==> src/verilog/wdt_consts.vh <==
// Constants of the watchdog/interval timer control block.
`ifndef WDT_CONSTS_VH
`define WDT_CONSTS_VH
// ==================================================
// Addresses
`define WDT_ADDR_WR_CTRL 28'h5FFFFB8
`define WDT_ADDR_WR_RST 28'h5FFFFBA
`define WDT_ADDR_RD_CTRL 28'h5FFFFB8
`define WDT_ADDR_RD_COUNT 28'h5FFFFB9
`define WDT_ADDR_RD_RST 28'h5FFFFBB
// ==================================================
// Keys
`define WDT_KEY_A 8'h5A
`define WDT_KEY_B 8'hA5
// ==================================================
// Field positions
`define WDT_BIT_OVF 7
`define WDT_BIT_MODE 6
`define WDT_BIT_EN 5
`define WDT_BIT_WATCHDOG_OVERFLOW_FLAG 7
`define WDT_BIT_CHIP_RESET_ENABLE 6
`define WDT_BIT_RESET_TYPE_SELECT 5
// ==================================================
// Reset values and fixed ones
`define WDT_CTRL_ONES 8'h18
`define WDT_RST_ONES 8'h1F
// ==================================================
// Timing counts in system clock cycles
`define WDT_OVF_PULSE_CYC 10'h080
`define WDT_RST_PULSE_CYC 10'h200
`endif

==> src/verilog/wdt_ctrl.v <==
// Watchdog/interval timer registers, keyed access and overflow handling.
`timescale 1ns/100ps
`include "wdt_consts.vh"
module wdt_ctrl (
    // Clock and external reset pin (already synchronous).
    input wire clk_sys_in,
    input wire reset_in,
    // Standby entry, one-cycle pulse from power control.
    input wire standby_enter_in,
    // CPU register bus, one-cycle strobes.
    input wire [27:0] bus_addr_in,
    input wire bus_write_in,
    input wire bus_read_in,
    input wire bus_word_in,
    input wire [15:0] bus_wdata_in,
    output reg [7:0] bus_rdata_out,
    // Events.
    output reg interval_irq_out,
    output reg overflow_out_n_out,
    output reg chip_reset_req_out,
    output reg chip_reset_manual_out
);
    // ==================================================
    // Register state
    reg interval_overflow_flag;
    reg timer_mode_select;
    reg count_enable_bit;
    reg [2:0] clock_divider_select;
    reg [7:0] watchdog_count;
    reg watchdog_overflow_flag;
    reg chip_reset_enable;
    reg reset_type_select;
    reg ovf_seen;
    reg watchdog_overflow_flag_seen;
    wire tick;
    wire ovf_pulse;
    wire rst_pulse;

    // Word write only; a byte write to these addresses is ignored.
    function wr_hit;
        input [27:0] a;
        begin
            wr_hit = bus_write_in && bus_word_in && (bus_addr_in == a);
        end
    endfunction

    wire [7:0] hi = bus_wdata_in[15:8];
    wire [7:0] lo = bus_wdata_in[7:0];
    wire wr_ctrl = wr_hit(`WDT_ADDR_WR_CTRL) && (hi == `WDT_KEY_B);
    wire wr_count = wr_hit(`WDT_ADDR_WR_CTRL) && (hi == `WDT_KEY_A);
    wire wr_rst_clr = wr_hit(`WDT_ADDR_WR_RST) && (hi == `WDT_KEY_B) && (lo == 8'h00);
    wire wr_rst_cfg = wr_hit(`WDT_ADDR_WR_RST) && (hi == `WDT_KEY_A);
    // A counter write that meets a tick wins, so no overflow is flagged then.
    wire wrap = tick && count_enable_bit && (watchdog_count == 8'hFF) && !wr_count;
    wire wd_wrap = wrap && timer_mode_select;
    wire it_wrap = wrap && !timer_mode_select;
    wire [7:0] ctrl_view = {interval_overflow_flag, timer_mode_select, count_enable_bit,
                            2'h3, clock_divider_select};
    wire [7:0] rst_view = {watchdog_overflow_flag, chip_reset_enable, reset_type_select,
                           5'h1F};

    // ==================================================
    // Sub-blocks
    wdt_prescaler u_pre (
        .clk_sys_in(clk_sys_in),
        .reset_in(reset_in),
        .select_in(clock_divider_select),
        .run_in(count_enable_bit),
        .tick_out(tick)
    );

    wdt_pulse u_ovf (
        .clk_sys_in(clk_sys_in),
        .reset_in(reset_in),
        .start_in(wd_wrap),
        .length_in(`WDT_OVF_PULSE_CYC),
        .active_out(ovf_pulse)
    );

    wdt_pulse u_rst (
        .clk_sys_in(clk_sys_in),
        .reset_in(reset_in),
        .start_in(wd_wrap && chip_reset_enable),
        .length_in(`WDT_RST_PULSE_CYC),
        .active_out(rst_pulse)
    );

    // ==================================================
    // Timer control/status and counter. A watchdog wrap clears both
    // whether or not the chip is reset, so the wrap also acts as a clear.
    always @(posedge clk_sys_in) begin
        if (reset_in || wd_wrap) begin
            interval_overflow_flag <= 1'b0;
            timer_mode_select <= 1'b0;
            count_enable_bit <= 1'b0;
            clock_divider_select <= 3'h0;
            watchdog_count <= 8'h00;
            ovf_seen <= 1'b0;
        end else if (standby_enter_in) begin
            interval_overflow_flag <= 1'b0;
            timer_mode_select <= 1'b0;
            count_enable_bit <= 1'b0;
            ovf_seen <= 1'b0;
        end else begin
            // Remember a read that saw the flag set.
            if (bus_read_in && bus_addr_in == `WDT_ADDR_RD_CTRL && interval_overflow_flag) begin
                ovf_seen <= 1'b1;
            end
            if (wr_ctrl) begin
                timer_mode_select <= lo[`WDT_BIT_MODE];
                count_enable_bit <= lo[`WDT_BIT_EN];
                clock_divider_select <= lo[2:0];
            end
            // Set wins over a coincident clear.
            if (it_wrap) begin
                interval_overflow_flag <= 1'b1;
            end else if (wr_ctrl && !lo[`WDT_BIT_OVF] && ovf_seen) begin
                interval_overflow_flag <= 1'b0;
                ovf_seen <= 1'b0;
            end
            // Counter: disabled holds zero, a write beats a tick.
            if (wr_ctrl && !lo[`WDT_BIT_EN]) begin
                watchdog_count <= 8'h00;
            end else if (!count_enable_bit) begin
                watchdog_count <= 8'h00;
            end else if (wr_count) begin
                watchdog_count <= lo;
            end else if (tick) begin
                watchdog_count <= watchdog_count + 8'h01;
            end
        end
    end

    // ==================================================
    // Reset control/status. The watchdog's own chip reset does not touch it.
    always @(posedge clk_sys_in) begin
        if (reset_in || standby_enter_in) begin
            watchdog_overflow_flag <= 1'b0;
            chip_reset_enable <= 1'b0;
            reset_type_select <= 1'b0;
            watchdog_overflow_flag_seen <= 1'b0;
        end else begin
            if (bus_read_in && bus_addr_in == `WDT_ADDR_RD_RST && watchdog_overflow_flag) begin
                watchdog_overflow_flag_seen <= 1'b1;
            end
            if (wd_wrap) begin
                watchdog_overflow_flag <= 1'b1;
            end else if (wr_rst_clr && watchdog_overflow_flag_seen) begin
                watchdog_overflow_flag <= 1'b0;
                watchdog_overflow_flag_seen <= 1'b0;
            end
            if (wr_rst_cfg) begin
                chip_reset_enable <= lo[`WDT_BIT_CHIP_RESET_ENABLE];
                reset_type_select <= lo[`WDT_BIT_RESET_TYPE_SELECT];
            end
        end
    end

    // ==================================================
    // Byte read mux, registered. Unmapped addresses read zero.
    always @(posedge clk_sys_in) begin
        if (reset_in) begin
            bus_rdata_out <= 8'h00;
        end else if (bus_read_in) begin
            case (bus_addr_in)
                `WDT_ADDR_RD_CTRL: bus_rdata_out <= ctrl_view;
                `WDT_ADDR_RD_COUNT: bus_rdata_out <= watchdog_count;
                `WDT_ADDR_RD_RST: bus_rdata_out <= rst_view;
                default: bus_rdata_out <= 8'h00;
            endcase
        end
    end

    // ==================================================
    // Event outputs, each from a flip-flop. The interrupt is a level
    // that follows the flag, so it lags the flag by one cycle.
    always @(posedge clk_sys_in) begin
        if (reset_in) begin
            interval_irq_out <= 1'b0;
            overflow_out_n_out <= 1'b1;
            chip_reset_req_out <= 1'b0;
            chip_reset_manual_out <= 1'b0;
        end else begin
            interval_irq_out <= interval_overflow_flag;
            overflow_out_n_out <= !ovf_pulse;
            chip_reset_req_out <= rst_pulse;
            chip_reset_manual_out <= rst_pulse && reset_type_select;
        end
    end
endmodule

==> src/verilog/wdt_prescaler.v <==
// Prescaler, held at zero while stopped, giving one-cycle count ticks at the selected rate.
`timescale 1ns/100ps
`include "wdt_consts.vh"
module wdt_prescaler (
    // Clock and reset.
    input wire clk_sys_in,
    input wire reset_in,
    // Rate select and run control.
    input wire [2:0] select_in,
    input wire run_in,
    // One-cycle tick.
    output reg tick_out
);
    reg [12:0] div;
    reg [12:0] mask;

    // Mask of the divider bits that must be all ones for a tick.
    always @* begin
        case (select_in)
            3'h0: mask = 13'h0001;
            3'h1: mask = 13'h003F;
            3'h2: mask = 13'h007F;
            3'h3: mask = 13'h00FF;
            3'h4: mask = 13'h01FF;
            3'h5: mask = 13'h03FF;
            3'h6: mask = 13'h0FFF;
            default: mask = 13'h1FFF;
        endcase
    end

    // The divider restarts while stopped so the first interval is full length.
    always @(posedge clk_sys_in) begin
        if (reset_in || !run_in) begin
            div <= 13'h0000;
            tick_out <= 1'b0;
        end else begin
            div <= div + 13'h0001;
            tick_out <= ((div & mask) == mask);
        end
    end
endmodule

==> src/verilog/wdt_pulse.v <==
// Fixed-length pulse stretcher for the overflow pin and reset request.
`timescale 1ns/100ps
`include "wdt_consts.vh"
module wdt_pulse (
    // Clock and reset.
    input wire clk_sys_in,
    input wire reset_in,
    // Trigger and length.
    input wire start_in,
    input wire [9:0] length_in,
    // Pulse.
    output reg active_out
);
    reg [9:0] left;

    // A retrigger while active restarts the count.
    always @(posedge clk_sys_in) begin
        if (reset_in) begin
            left <= 10'h000;
            active_out <= 1'b0;
        end else if (start_in) begin
            left <= length_in - 10'h001;
            active_out <= 1'b1;
        end else if (left != 10'h000) begin
            left <= left - 10'h001;
        end else begin
            active_out <= 1'b0;
        end
    end
endmodule

==> config.mk <==
export PLATFORM = sky130hd
export DESIGN_NAME = wdt_ctrl
export DESIGN_NICKNAME = d
export VERILOG_FILES = /design/src/verilog/wdt_ctrl.v /design/src/verilog/wdt_prescaler.v /design/src/verilog/wdt_pulse.v
export VERILOG_INCLUDE_DIRS = /design/src /design/src/verilog
export SDC_FILE = /design/constraint.sdc
export NUM_CORES = 1
export LEC_CHECK = 0
export ABC_CLOCK_PERIOD_IN_PS = 4300
export BUFFER_PORTS_ARGS = -buffer_cell sky130_fd_sc_hd__buf_4
export CORE_MARGIN = 4
export CORE_UTILIZATION = 59
export DETAILED_ROUTE_END_ITERATION = 10
export GPL_ROUTABILITY_DRIVEN = 0
export PLACE_DENSITY = 0.92
export SYNTH_ARGS = -nofsm -noshare
export SYNTH_HDL_FRONTEND = slang
export SYNTH_SLANG_ARGS = --single-unit
==> constraint.sdc <==
create_clock -name clk_sys_in -period 4.3 [get_ports clk_sys_in]
set_clock_uncertainty 0.15 [all_clocks]
set_input_delay 0.215 -clock clk_sys_in [delete_from_list [all_inputs] [get_ports clk_sys_in]]
set_output_delay 0.215 -clock clk_sys_in [all_outputs]
set_load 0.02 [all_outputs]
Yosys cells after proc, flatten, opt, wreduce, memory -nomap -nowiden --
Cells that the tools add are included.
Word-level totals: bits in registers 67, input bits 50, output and inout port bits 12, logic and storage cells 115
Operators by class: $add $sub $neg 4, eq/ne operators 17, mux-type cells 24, bitwise gates (word level) 2, reduce and logical (&&, ||, !) cells 45
Operator list (number):
- == test 28 x 27 -> 1 bit, second input constant | 4
- case mux 13 bit (7 select lines) | 1
- two-way mux 8 bit | 4
- case mux 8 bit (3 select lines) | 1
- logical AND 1 bit | 23
- nonzero test 10 bit | 2
- subtractor 10 x 1 -> 10 bit, second input constant | 2
- two-way mux 9 bit | 2
- == test 8 bit, second input constant | 2
- two-way mux 1 bit | 14
- two-way mux 7 bit | 2
- adder 13 x 1 -> 13 bit, second input constant | 1
- bitwise AND 13 bit | 1
- == test 13 bit | 1
- == test 3 bit, second input constant | 3
- adder 8 x 1 -> 8 bit, second input constant | 1
- == test 8 x 7 -> 1 bit, second input constant | 1
- zero test 8 bit | 1
- nonzero test 2 bit | 4
- == test 3 x 2 -> 1 bit, second input constant | 2
- zero test 1 bit | 6
- OR reduction 2 bit | 3
- != test 4 x 1 -> 1 bit, second input constant | 1
- AND reduction 2 bit | 2
- other kinds (6) | 8

Depth between registers and ports, before layout --
Gate-level depths: netlist of the first run.
word-level depth 8, gate-level depth with buffers 9, depth with buffers taken out 8

Hierarchy --
From an unflattened synthesis of the first run, not the netlist that was laid out.
Unflattened totals: cell total of the unflattened synthesis 423, area total of the unflattened synthesis 3729.8 sq um
By module, submodules not included:
- wdt_ctrl | instances 1, cells an instance 208, area an instance 1773.0 sq um, sequential area each 620.6 sq um
- wdt_pulse | instances 2, cells an instance 71, area an instance 659.4 sq um, sequential area each 220.2 sq um
- wdt_prescaler | instances 1, cells an instance 73, area an instance 638.1 sq um, sequential area each 280.3 sq um

Worst setup path before layout of the first run --
No wires, ideal clock.
kind register to register, start register u_ovf.left[0], end register u_ovf.left[6], library setup time 0.133 ns, arrival time 1.909 ns, data required time 4.017 ns, slack 2.109 ns, stages on the path, launching flop included 10, path buffers 1, clock period less this slack 2.191 ns, path through dfxtp_1 > inv_1 > ha_1 > or3b_2 > or4_1 > buf_6 > nand2_4 > or3_1 > xor2_1 > a21oi_1
On the way: cells in the longest elaborated chain, start to end 3, elaborated cells between the ends (all ways) 5, classes of those cells 1 x add/sub; 2 x mux; 2 x reduce/logical
Ends and longest elaborated chain:
- start, declared | line wdt_pulse.v:14 | reg [9:0] left;
- start signal, assigned | line wdt_pulse.v:22 | left <= length_in - 10'h001;
- start signal, assigned | line wdt_pulse.v:25 | left <= left - 10'h001;
- subtractor 10 x 1 -> 10 bit | line wdt_pulse.v:25
- two-way mux 7 bit | line wdt_pulse.v:24 | end else if (left != 10'h000) begin
- two-way mux 7 bit | line wdt_pulse.v:21 | end else if (start_in) begin
Several ways; a longest one is shown, not always the timed one. The select of a mux whose other input is x is not followed. A chain may end at the register's enable or synchronous reset.

Worst setup path after layout of the first run --
start register watchdog_count[0], end register watchdog_count[7]
On the way: cells in the longest elaborated chain, start to end 5, elaborated cells between the ends (all ways) 10, classes of those cells 1 x add/sub; 1 x eq/ne; 4 x mux; 4 x reduce/logical
Ends and longest elaborated chain:
- start, declared | line wdt_ctrl.v:29 | reg [7:0] watchdog_count;
- start signal, assigned | line wdt_ctrl.v:127 | watchdog_count <= lo;
- start signal, assigned | line wdt_ctrl.v:129 | watchdog_count <= watchdog_count + 8'h01;
- adder 8 x 1 -> 8 bit or == test 8 bit (tied branches) | line wdt_ctrl.v:129, wdt_ctrl.v:54
- two-way mux 8 bit or logical AND 1 bit (tied branches) | line wdt_ctrl.v:128, wdt_ctrl.v:54
- two-way mux 8 bit or logical AND 1 bit (tied branches) | line wdt_ctrl.v:126, wdt_ctrl.v:54
- two-way mux 8 bit or logical AND 1 bit (tied branches) | line wdt_ctrl.v:124, wdt_ctrl.v:55
- two-way mux 8 bit or logical OR 1 bit (tied branches) | line wdt_ctrl.v:122, wdt_ctrl.v:92
Several ways; a longest one is shown, not always the timed one. The select of a mux whose other input is x is not followed.

==> results of run 1 <==
-- routing by layer --
layer  GRT usage  up-vias  share of wire
met1       0.318     1413           0.41
met2       0.450      128           0.49
li1            -     1511              -
met4       0.108        0          0.031
met5           0        -              0
met3      0.0607       33          0.064
-- logic make-up (layout without fill, tap and decap cells) --
kind of cell	after synthesis	in the layout	synth area share
and+or+nand+nor	178	178	0.297
AOI/OAI and AO/OA	71	71	0.126
DFF	67	67	0.408
xor gates and xnor gates	27	27	0.0719
buffers and inverters	26	91	0.0320
muxes	15	15	0.0468
adders and majority gates	5	5	0.0183
-- layout by cell type, fill, tap and decap left out, types with 2 or more instances in the layout --
| master | n |
|---|---|
| a211o_1 | 5 |
| a21oi_1 | 40 |
| a221o_1 | 2 |
| a2bb2oi_1 | 2 |
| a31oi_1 | 5 |
| and2_1 | 5 |
| and3_1 | 10 |
| buf_4 | 61 |
| clkbuf_8 | 10 |
| clkinv_2 | 3 |
| dfxtp_1 | 67 |
| dlygate4sd3_1 | 3 |
| ha_1 | 4 |
| inv_1 | 11 |
| mux2_2 | 3 |
| mux2i_1 | 12 |
| nand2_1 | 26 |
| nand2b_1 | 14 |
| nand3_1 | 22 |
| nand4_1 | 8 |
| nand4b_1 | 2 |
| nand4bb_1 | 3 |
| nor2_1 | 42 |
| nor2b_1 | 6 |
| nor3_1 | 6 |
| nor3b_1 | 4 |
| nor4_1 | 5 |
| o211ai_1 | 3 |
| o21ai_0 | 10 |
| o31ai_1 | 2 |
| or2_2 | 3 |
| or3_1 | 5 |
| or3b_2 | 2 |
| or4_1 | 7 |
| xnor2_1 | 11 |
| xor2_1 | 16 |
-- registers in the layout, summed over array words and instances (netlist names) --
register                     flops
watchdog_count                   8
u_pre.div                       13
u_rst.active_out                 1
interval_irq_out                 1
watchdog_overflow_flag           1
u_ovf.active_out                 1
chip_reset_req_out               1
chip_reset_enable                1
count_enable_bit                 1
interval_overflow_flag           1
timer_mode_select                1
overflow_out_n_out               1
clock_divider_select             3
u_ovf.left                      10
u_pre.tick_out                   1
reset_type_select                1
watchdog_overflow_flag_seen      1
u_rst.left                      10
bus_rdata_out                    8
ovf_seen                         1
chip_reset_manual_out            1
-- through the flow --
stage,cell area [sq um],power [mW],hold WS [ns],instances
after global routing,4000,1.83,0.0371,524
after detailed placement,3770,1.21,0.230,505
after floorplan,3290,1.11,0.144,389
final,4000,1.73,0.0151,524
after global placement,3770,1.19,0.230,505
after CTS,4000,1.73,0.00311,524
-- final cells by class --
| class | count | area share |
|---|---|---|
| clock buffers | 11 | 0.0354 |
| clock inverters | 5 | 0.0132 |
| inverters | 11 | 0.0103 |
| multi-input cells | 296 | 0.461 |
| flip-flops and latches | 67 | 0.336 |
| well taps | 70 | 0.0219 |
| repair buffers | 64 | 0.122 |
-- where the power goes --
part / leakage, nW / switching [mW] / internal [mW]
sequential: 0.543 / 0.0609 / 0.687
combinational: 0.890 / 0.236 / 0.228
clock: 0.0991 / 0.234 / 0.281
total: 1.53 / 0.531 / 1.20
-- worst min-delay path, cell delays in order --
cell	delay, ns
buf_4	0.11
mux2i_1	0.07
nor2_1	0.07
-- path summary, 6_finish.rpt --
| path | start | to | cells past startpoint |
|---|---|---|---|
| max | watchdog_count[0] | watchdog_count[7] | 7 |
| min | bus_wdata_in[2] | clock_divider_select[2] | 3 |
| max reg2reg | watchdog_count[0] | watchdog_count[7] | 7 |
| min reg2reg | u_ovf.active_out | overflow_out_n_out | 1 |
==> flow_metrics.env, run 1 <==
export IMPL_status="finished clean"
export IMPL_irDropWorstVdd_uv=298
export IMPL_synth_area_leader_cell="dfxtp_1"
export IMPL_synth_area_leaders="dfxtp_1 41%, a21oi_1 6.1%, nor2_1 4.8%"
export IMPL_overflow=0
export IMPL_cts_tree="done"
export IMPL_synth_most_common_cell="dfxtp_1"
export IMPL_synth_top_area_share=0.408
export IMPL_leakage_nw=1.53
export IMPL_crit_path_end_kind="flop"
export IMPL_crit_path_cell_trace="ha_1 > and3_1 > nand3_1 > nor2_1 > nand3_1 > nand2b_1 > a21oi_1"
export IMPL_wire_per_inst_um=16.2
export IMPL_layout_drive_gt1_share=0.194
export IMPL_crit_fanout=14
export IMPL_grt_pass1_wl_um=13600
export IMPL_cts_sinks=67
export IMPL_synth_edf_count=0
export IMPL_antennaDiodeCount=0
export IMPL_start_util=0.624
export IMPL_io_pins=62
export IMPL_ctsResizeCount=0
export IMPL_multi_input_area_sq_um=1840
export IMPL_ys_types=46
export IMPL_syn2layout_area_growth_pct=21.5
export IMPL_avgSynthCellArea_sq_um=8.46
export IMPL_core_sq_um=5270
export IMPL_dp_hpwl_um=5980
export IMPL_grt_total_usage=0.263
export IMPL_cts_htree_levels=3
export IMPL_r2r_slack_ns=1.63
export IMPL_setup_viol=0
export IMPL_die_h_um=82.7
export IMPL_vias=3085
export IMPL_cp_arrival_ns=2.72
export IMPL_post_cts_setup_buffers=0
export IMPL_pre_cts_ws_ns=1.59
export IMPL_timing_final_crit_share=0.622
export IMPL_antenna_found_initial=0
export IMPL_slowest_stage="nand2b_1"
export IMPL_cts_hold_buf=3
export IMPL_viasPerCell=5.89
export IMPL_setup_slack_ns=1.63
export IMPL_nFillCells=388
export IMPL_route_detailed_drc=0
export IMPL_startpoint_type="flop"
export IMPL_tightest_slew_ns=0.646
export IMPL_drtAntennaViolNets=0
export IMPL_hp_class="in -> reg"
export IMPL_cts_reportedPaths_clkPinSlew_ns=0.07
export IMPL_drt_pass1_iter_count=6
export IMPL_p_per_area_nw_per_um2=432
export IMPL_syn_area_sq_um=3290
export IMPL_drv_slew=0
export IMPL_synth_nets=443
export IMPL_timing_critical_path_buf_inv=0
export IMPL_numCtsBuffers=9
export IMPL_rows=26
export IMPL_rsz0062_at_grt="false"
export IMPL_ys_seq_area_frac=0.408
export IMPL_synth_seq_cells=67
export IMPL_path_class="reg -> reg"
export IMPL_worstPathRequired_ns=4.35
export IMPL_clock_latency_ns=0.34
export IMPL_port_buffers=61
export IMPL_die_x_um=82.7
export IMPL_slew_headroom=0.566
export IMPL_yosysWarnings=0
export IMPL_slowest_delay_ns=0.59
export IMPL_drtIter0Drc=258
export IMPL_min_period_ns=2.67
export IMPL_critPathMostFrequentCell="nand3_1"
export IMPL_synth_flop_cell="dfxtp_1"
export IMPL_die_area_sq_um=6830
export IMPL_routed_wl_um=8490
export IMPL_grt_max_degree=34
export IMPL_ctsRootBufferMaster="clkbuf_8"
export IMPL_finalHoldViolations=0
export IMPL_synth_async_sr_flop_share=0
export IMPL_fmaxAchievable_mhz=374
export IMPL_tns_ns=0
export IMPL_grt_pass1_vias=2908
export IMPL_cts_buffer_depth=2
export IMPL_post_route_util=0.758
export IMPL_crit_family="simple AND/OR/NAND/NOR gates"
export IMPL_yosys_top_cells_count="67 x dfxtp_1, 42 x nor2_1, 40 x a21oi_1"
export IMPL_fin_nets=503
export IMPL_synthCells=389
export IMPL_drv_cap=0
export IMPL_seqCellArea_sq_um=1340
Power figures use the tool's default switching activity.
==> run 2, diff against run 1 <==
--- a/config.mk
+++ b/config.mk
@@ -6,13 +6,13 @@
 export SDC_FILE = /design/constraint.sdc
 export NUM_CORES = 1
 export LEC_CHECK = 0
-export ABC_CLOCK_PERIOD_IN_PS = 4300
+export ABC_CLOCK_PERIOD_IN_PS = 2400
 export BUFFER_PORTS_ARGS = -buffer_cell sky130_fd_sc_hd__buf_4
 export CORE_MARGIN = 4
-export CORE_UTILIZATION = 59
+export CORE_UTILIZATION = 50
 export DETAILED_ROUTE_END_ITERATION = 10
 export GPL_ROUTABILITY_DRIVEN = 0
-export PLACE_DENSITY = 0.92
+export PLACE_DENSITY = 0.84
 export SYNTH_ARGS = -nofsm -noshare
 export SYNTH_HDL_FRONTEND = slang
 export SYNTH_SLANG_ARGS = --single-unit
==> constraint.sdc (replaced) <==
create_clock -name clk_sys_in -period 2.4 [get_ports clk_sys_in]
set_clock_uncertainty 0.15 [all_clocks]
set_input_delay 0.12 -clock clk_sys_in [delete_from_list [all_inputs] [get_ports clk_sys_in]]
set_output_delay 0.12 -clock clk_sys_in [all_outputs]
set_load 0.02 [all_outputs]
==> run 2 against run 1 <==
First-iteration DRC count is 52% lower. Sequential power increased by 80%. Total power is 78% higher. Via count down 1.5%. Flip-flop and latch count is the same. Register-to-register slack got worse by 1.5 ns. Clock power grew 58%. Sequential share of layout area fell by 0.90 points. Highest routed layer unchanged.
==> flow_metrics.env, run 2 (synthesis gave the netlist of run 1 again) <==
export IMPL_cts_sinks=67
export IMPL_drtAntennaViolNets=0
export IMPL_drv_slew=0
export IMPL_p_per_area_nw_per_um2=750
export IMPL_largest_register_ffs=13
export IMPL_dp_cells=521
export IMPL_die_h_um=89.1
export IMPL_syn2layout_area_growth_pct=24.9
export IMPL_ctsRootBufferMaster="clkbuf_8"
export IMPL_die_area_sq_um=7940
export IMPL_start_util=0.515
export IMPL_tightest_slew_ns=0.536
export IMPL_multi_input_area_sq_um=1860
export IMPL_route_detailed_drc=0
export IMPL_wire_per_inst_um=15.1
export IMPL_layout_commonest_cell="buf_4"
export IMPL_finalHoldViolations=0
export IMPL_layout_drive_gt1_share=0.215
export IMPL_worstPathRequired_ns=2.47
export IMPL_setup_viol=0
export IMPL_cts_buffer_depth=2
export IMPL_slew_headroom=0.643
export IMPL_status="finished clean"
export IMPL_grt_busiest_layer="met2"
export IMPL_antenna_found_initial=0
export IMPL_seqCellArea_sq_um=1340
export IMPL_regMostFlops="u_pre.div"
export IMPL_nFillCells=537
export IMPL_grt_pass1_vias=2926
export IMPL_layout_common_cells="70 x buf_4, 66 x dfxtp_1, 42 x nor2_1"
export IMPL_rsz0062_at_grt="false"
export IMPL_drtIter0Drc=123
export IMPL_met3_usage=0.0479
export IMPL_drv_cap=0
export IMPL_timing_final_crit_share=0.951
export IMPL_cp_arrival_ns=2.35
export IMPL_numCtsBuffers=9
export IMPL_cts_htree_levels=3
export IMPL_leakage_nw=1.59
export IMPL_tns_ns=0
export IMPL_io_pins=62
export IMPL_path_class="reg -> reg"
export IMPL_use_met1=0.264
export IMPL_overflow=0
export IMPL_core_sq_um=6390
export IMPL_cts_reportedPaths_clkPinSlew_ns=0.07
export IMPL_reg_top3="u_pre.div (13), u_ovf.left (10), u_rst.left (10)"
export IMPL_rows=29
export IMPL_die_x_um=89.1
export IMPL_fmaxAchievable_mhz=438
export IMPL_irDropWorstVdd_uv=527
export IMPL_post_route_util=0.643
export IMPL_min_period_ns=2.28
export IMPL_vias=3038
export IMPL_startpoint_type="flop"
export IMPL_dp_hpwl_um=5930
export IMPL_clock_latency_ns=0.34
export IMPL_routed_wl_um=8170
export IMPL_viasPerCell=5.61
export IMPL_crit_path_end_kind="flop"
export IMPL_hp_class="in -> reg"
export IMPL_grt_total_usage=0.216
export IMPL_finalNonFillerCells=542
export IMPL_port_buffers=61
export IMPL_grt_max_degree=34
export IMPL_drt_pass1_iter_count=4
export IMPL_antennaDiodeCount=0
export IMPL_cts_tree="done"
export IMPL_grtUsageMet2=0.376
export IMPL_hold_slack_ns=0.0195
export IMPL_finalPower_mw=3.08
export IMPL_crit_fanout=5
export IMPL_grt_pass1_wl_um=13500
export IMPL_fin_nets=516
run 2: cell count changes in the layout (fill, tap and decap cells not counted), moves of 2 or more:
cell / before / now
buf_4: 61 / 70
clkinv_2: 3 / 1
dlygate4sd3_1: 3 / 6
or4_1: 7 / 5
or4_4: 0 / 2
run 2: per-stage QoR:
stage / setup WS [ns] / cell area, sq um
2_1_floorplan: 0.209 / 3290
3_3_place_gp: 0.0890 / 3860
3_5_place_dp: 0.00679 / 3860
4_1_cts: 0.0695 / 4090
5_1_grt: 0.0301 / 4110
6_report: 0.118 / 4110
run 2: worst max-delay path, stage by stage, from the launching register on:
cell	delay [ns]
dfxtp_1	0.32
inv_1	0.09
ha_1	0.20
or3b_2	0.51
or4_4	0.47
nand2_1	0.13
nor3_1	0.07
xnor2_1	0.15
a21oi_1	0.08
run 2: worst paths after layout:
path / end / slack [ns] / from / depth (start not counted)
setup reg to reg: u_rst.left[6] / 0.12 / u_rst.left[0] / 8
hold reg to reg: overflow_out_n_out / 0.24 / u_ovf.active_out / 1
hold / removal: interval_irq_out / 0.02 / reset_in / 2
setup / recovery: u_rst.left[6] / 0.12 / u_rst.left[0] / 8
run 2: layout make-up:
type | count | area share
multi-input cells | 296 | 0.452
repair buffers | 77 | 0.147
flip-flops and latches | 67 | 0.327
inverters | 11 | 0.0100
well taps | 77 | 0.0234
clock inverters | 2 | 0.00305
clock buffers | 12 | 0.0378
run 2: per-layer routing:
metal  wire [um]  vias up
met3         301       13
met1        3600     1442
met2        4170       57
met5           0        -
li1            -     1526
met4          95        0
run 2: repair_timing:
action / CTS / global route
pin swaps: 0 / 1
resized for setup: 1 / 4
hold buffers: 6 / 0
endpoints found under the setup margin: 2 / 3
hold endpoints to repair: 10 / 0
setup buffers: 0 / 1
run 2: report_power, final:
| part | switching (mW) | total (mW) | internal (mW) |
|---|---|---|---|
| Sequential | 0.115 | 1.35 | 1.23 |
| Clock | 0.398 | 0.816 | 0.418 |
| Combinational | 0.449 | 0.917 | 0.468 |
| Total | 0.962 | 3.08 | 2.12 |
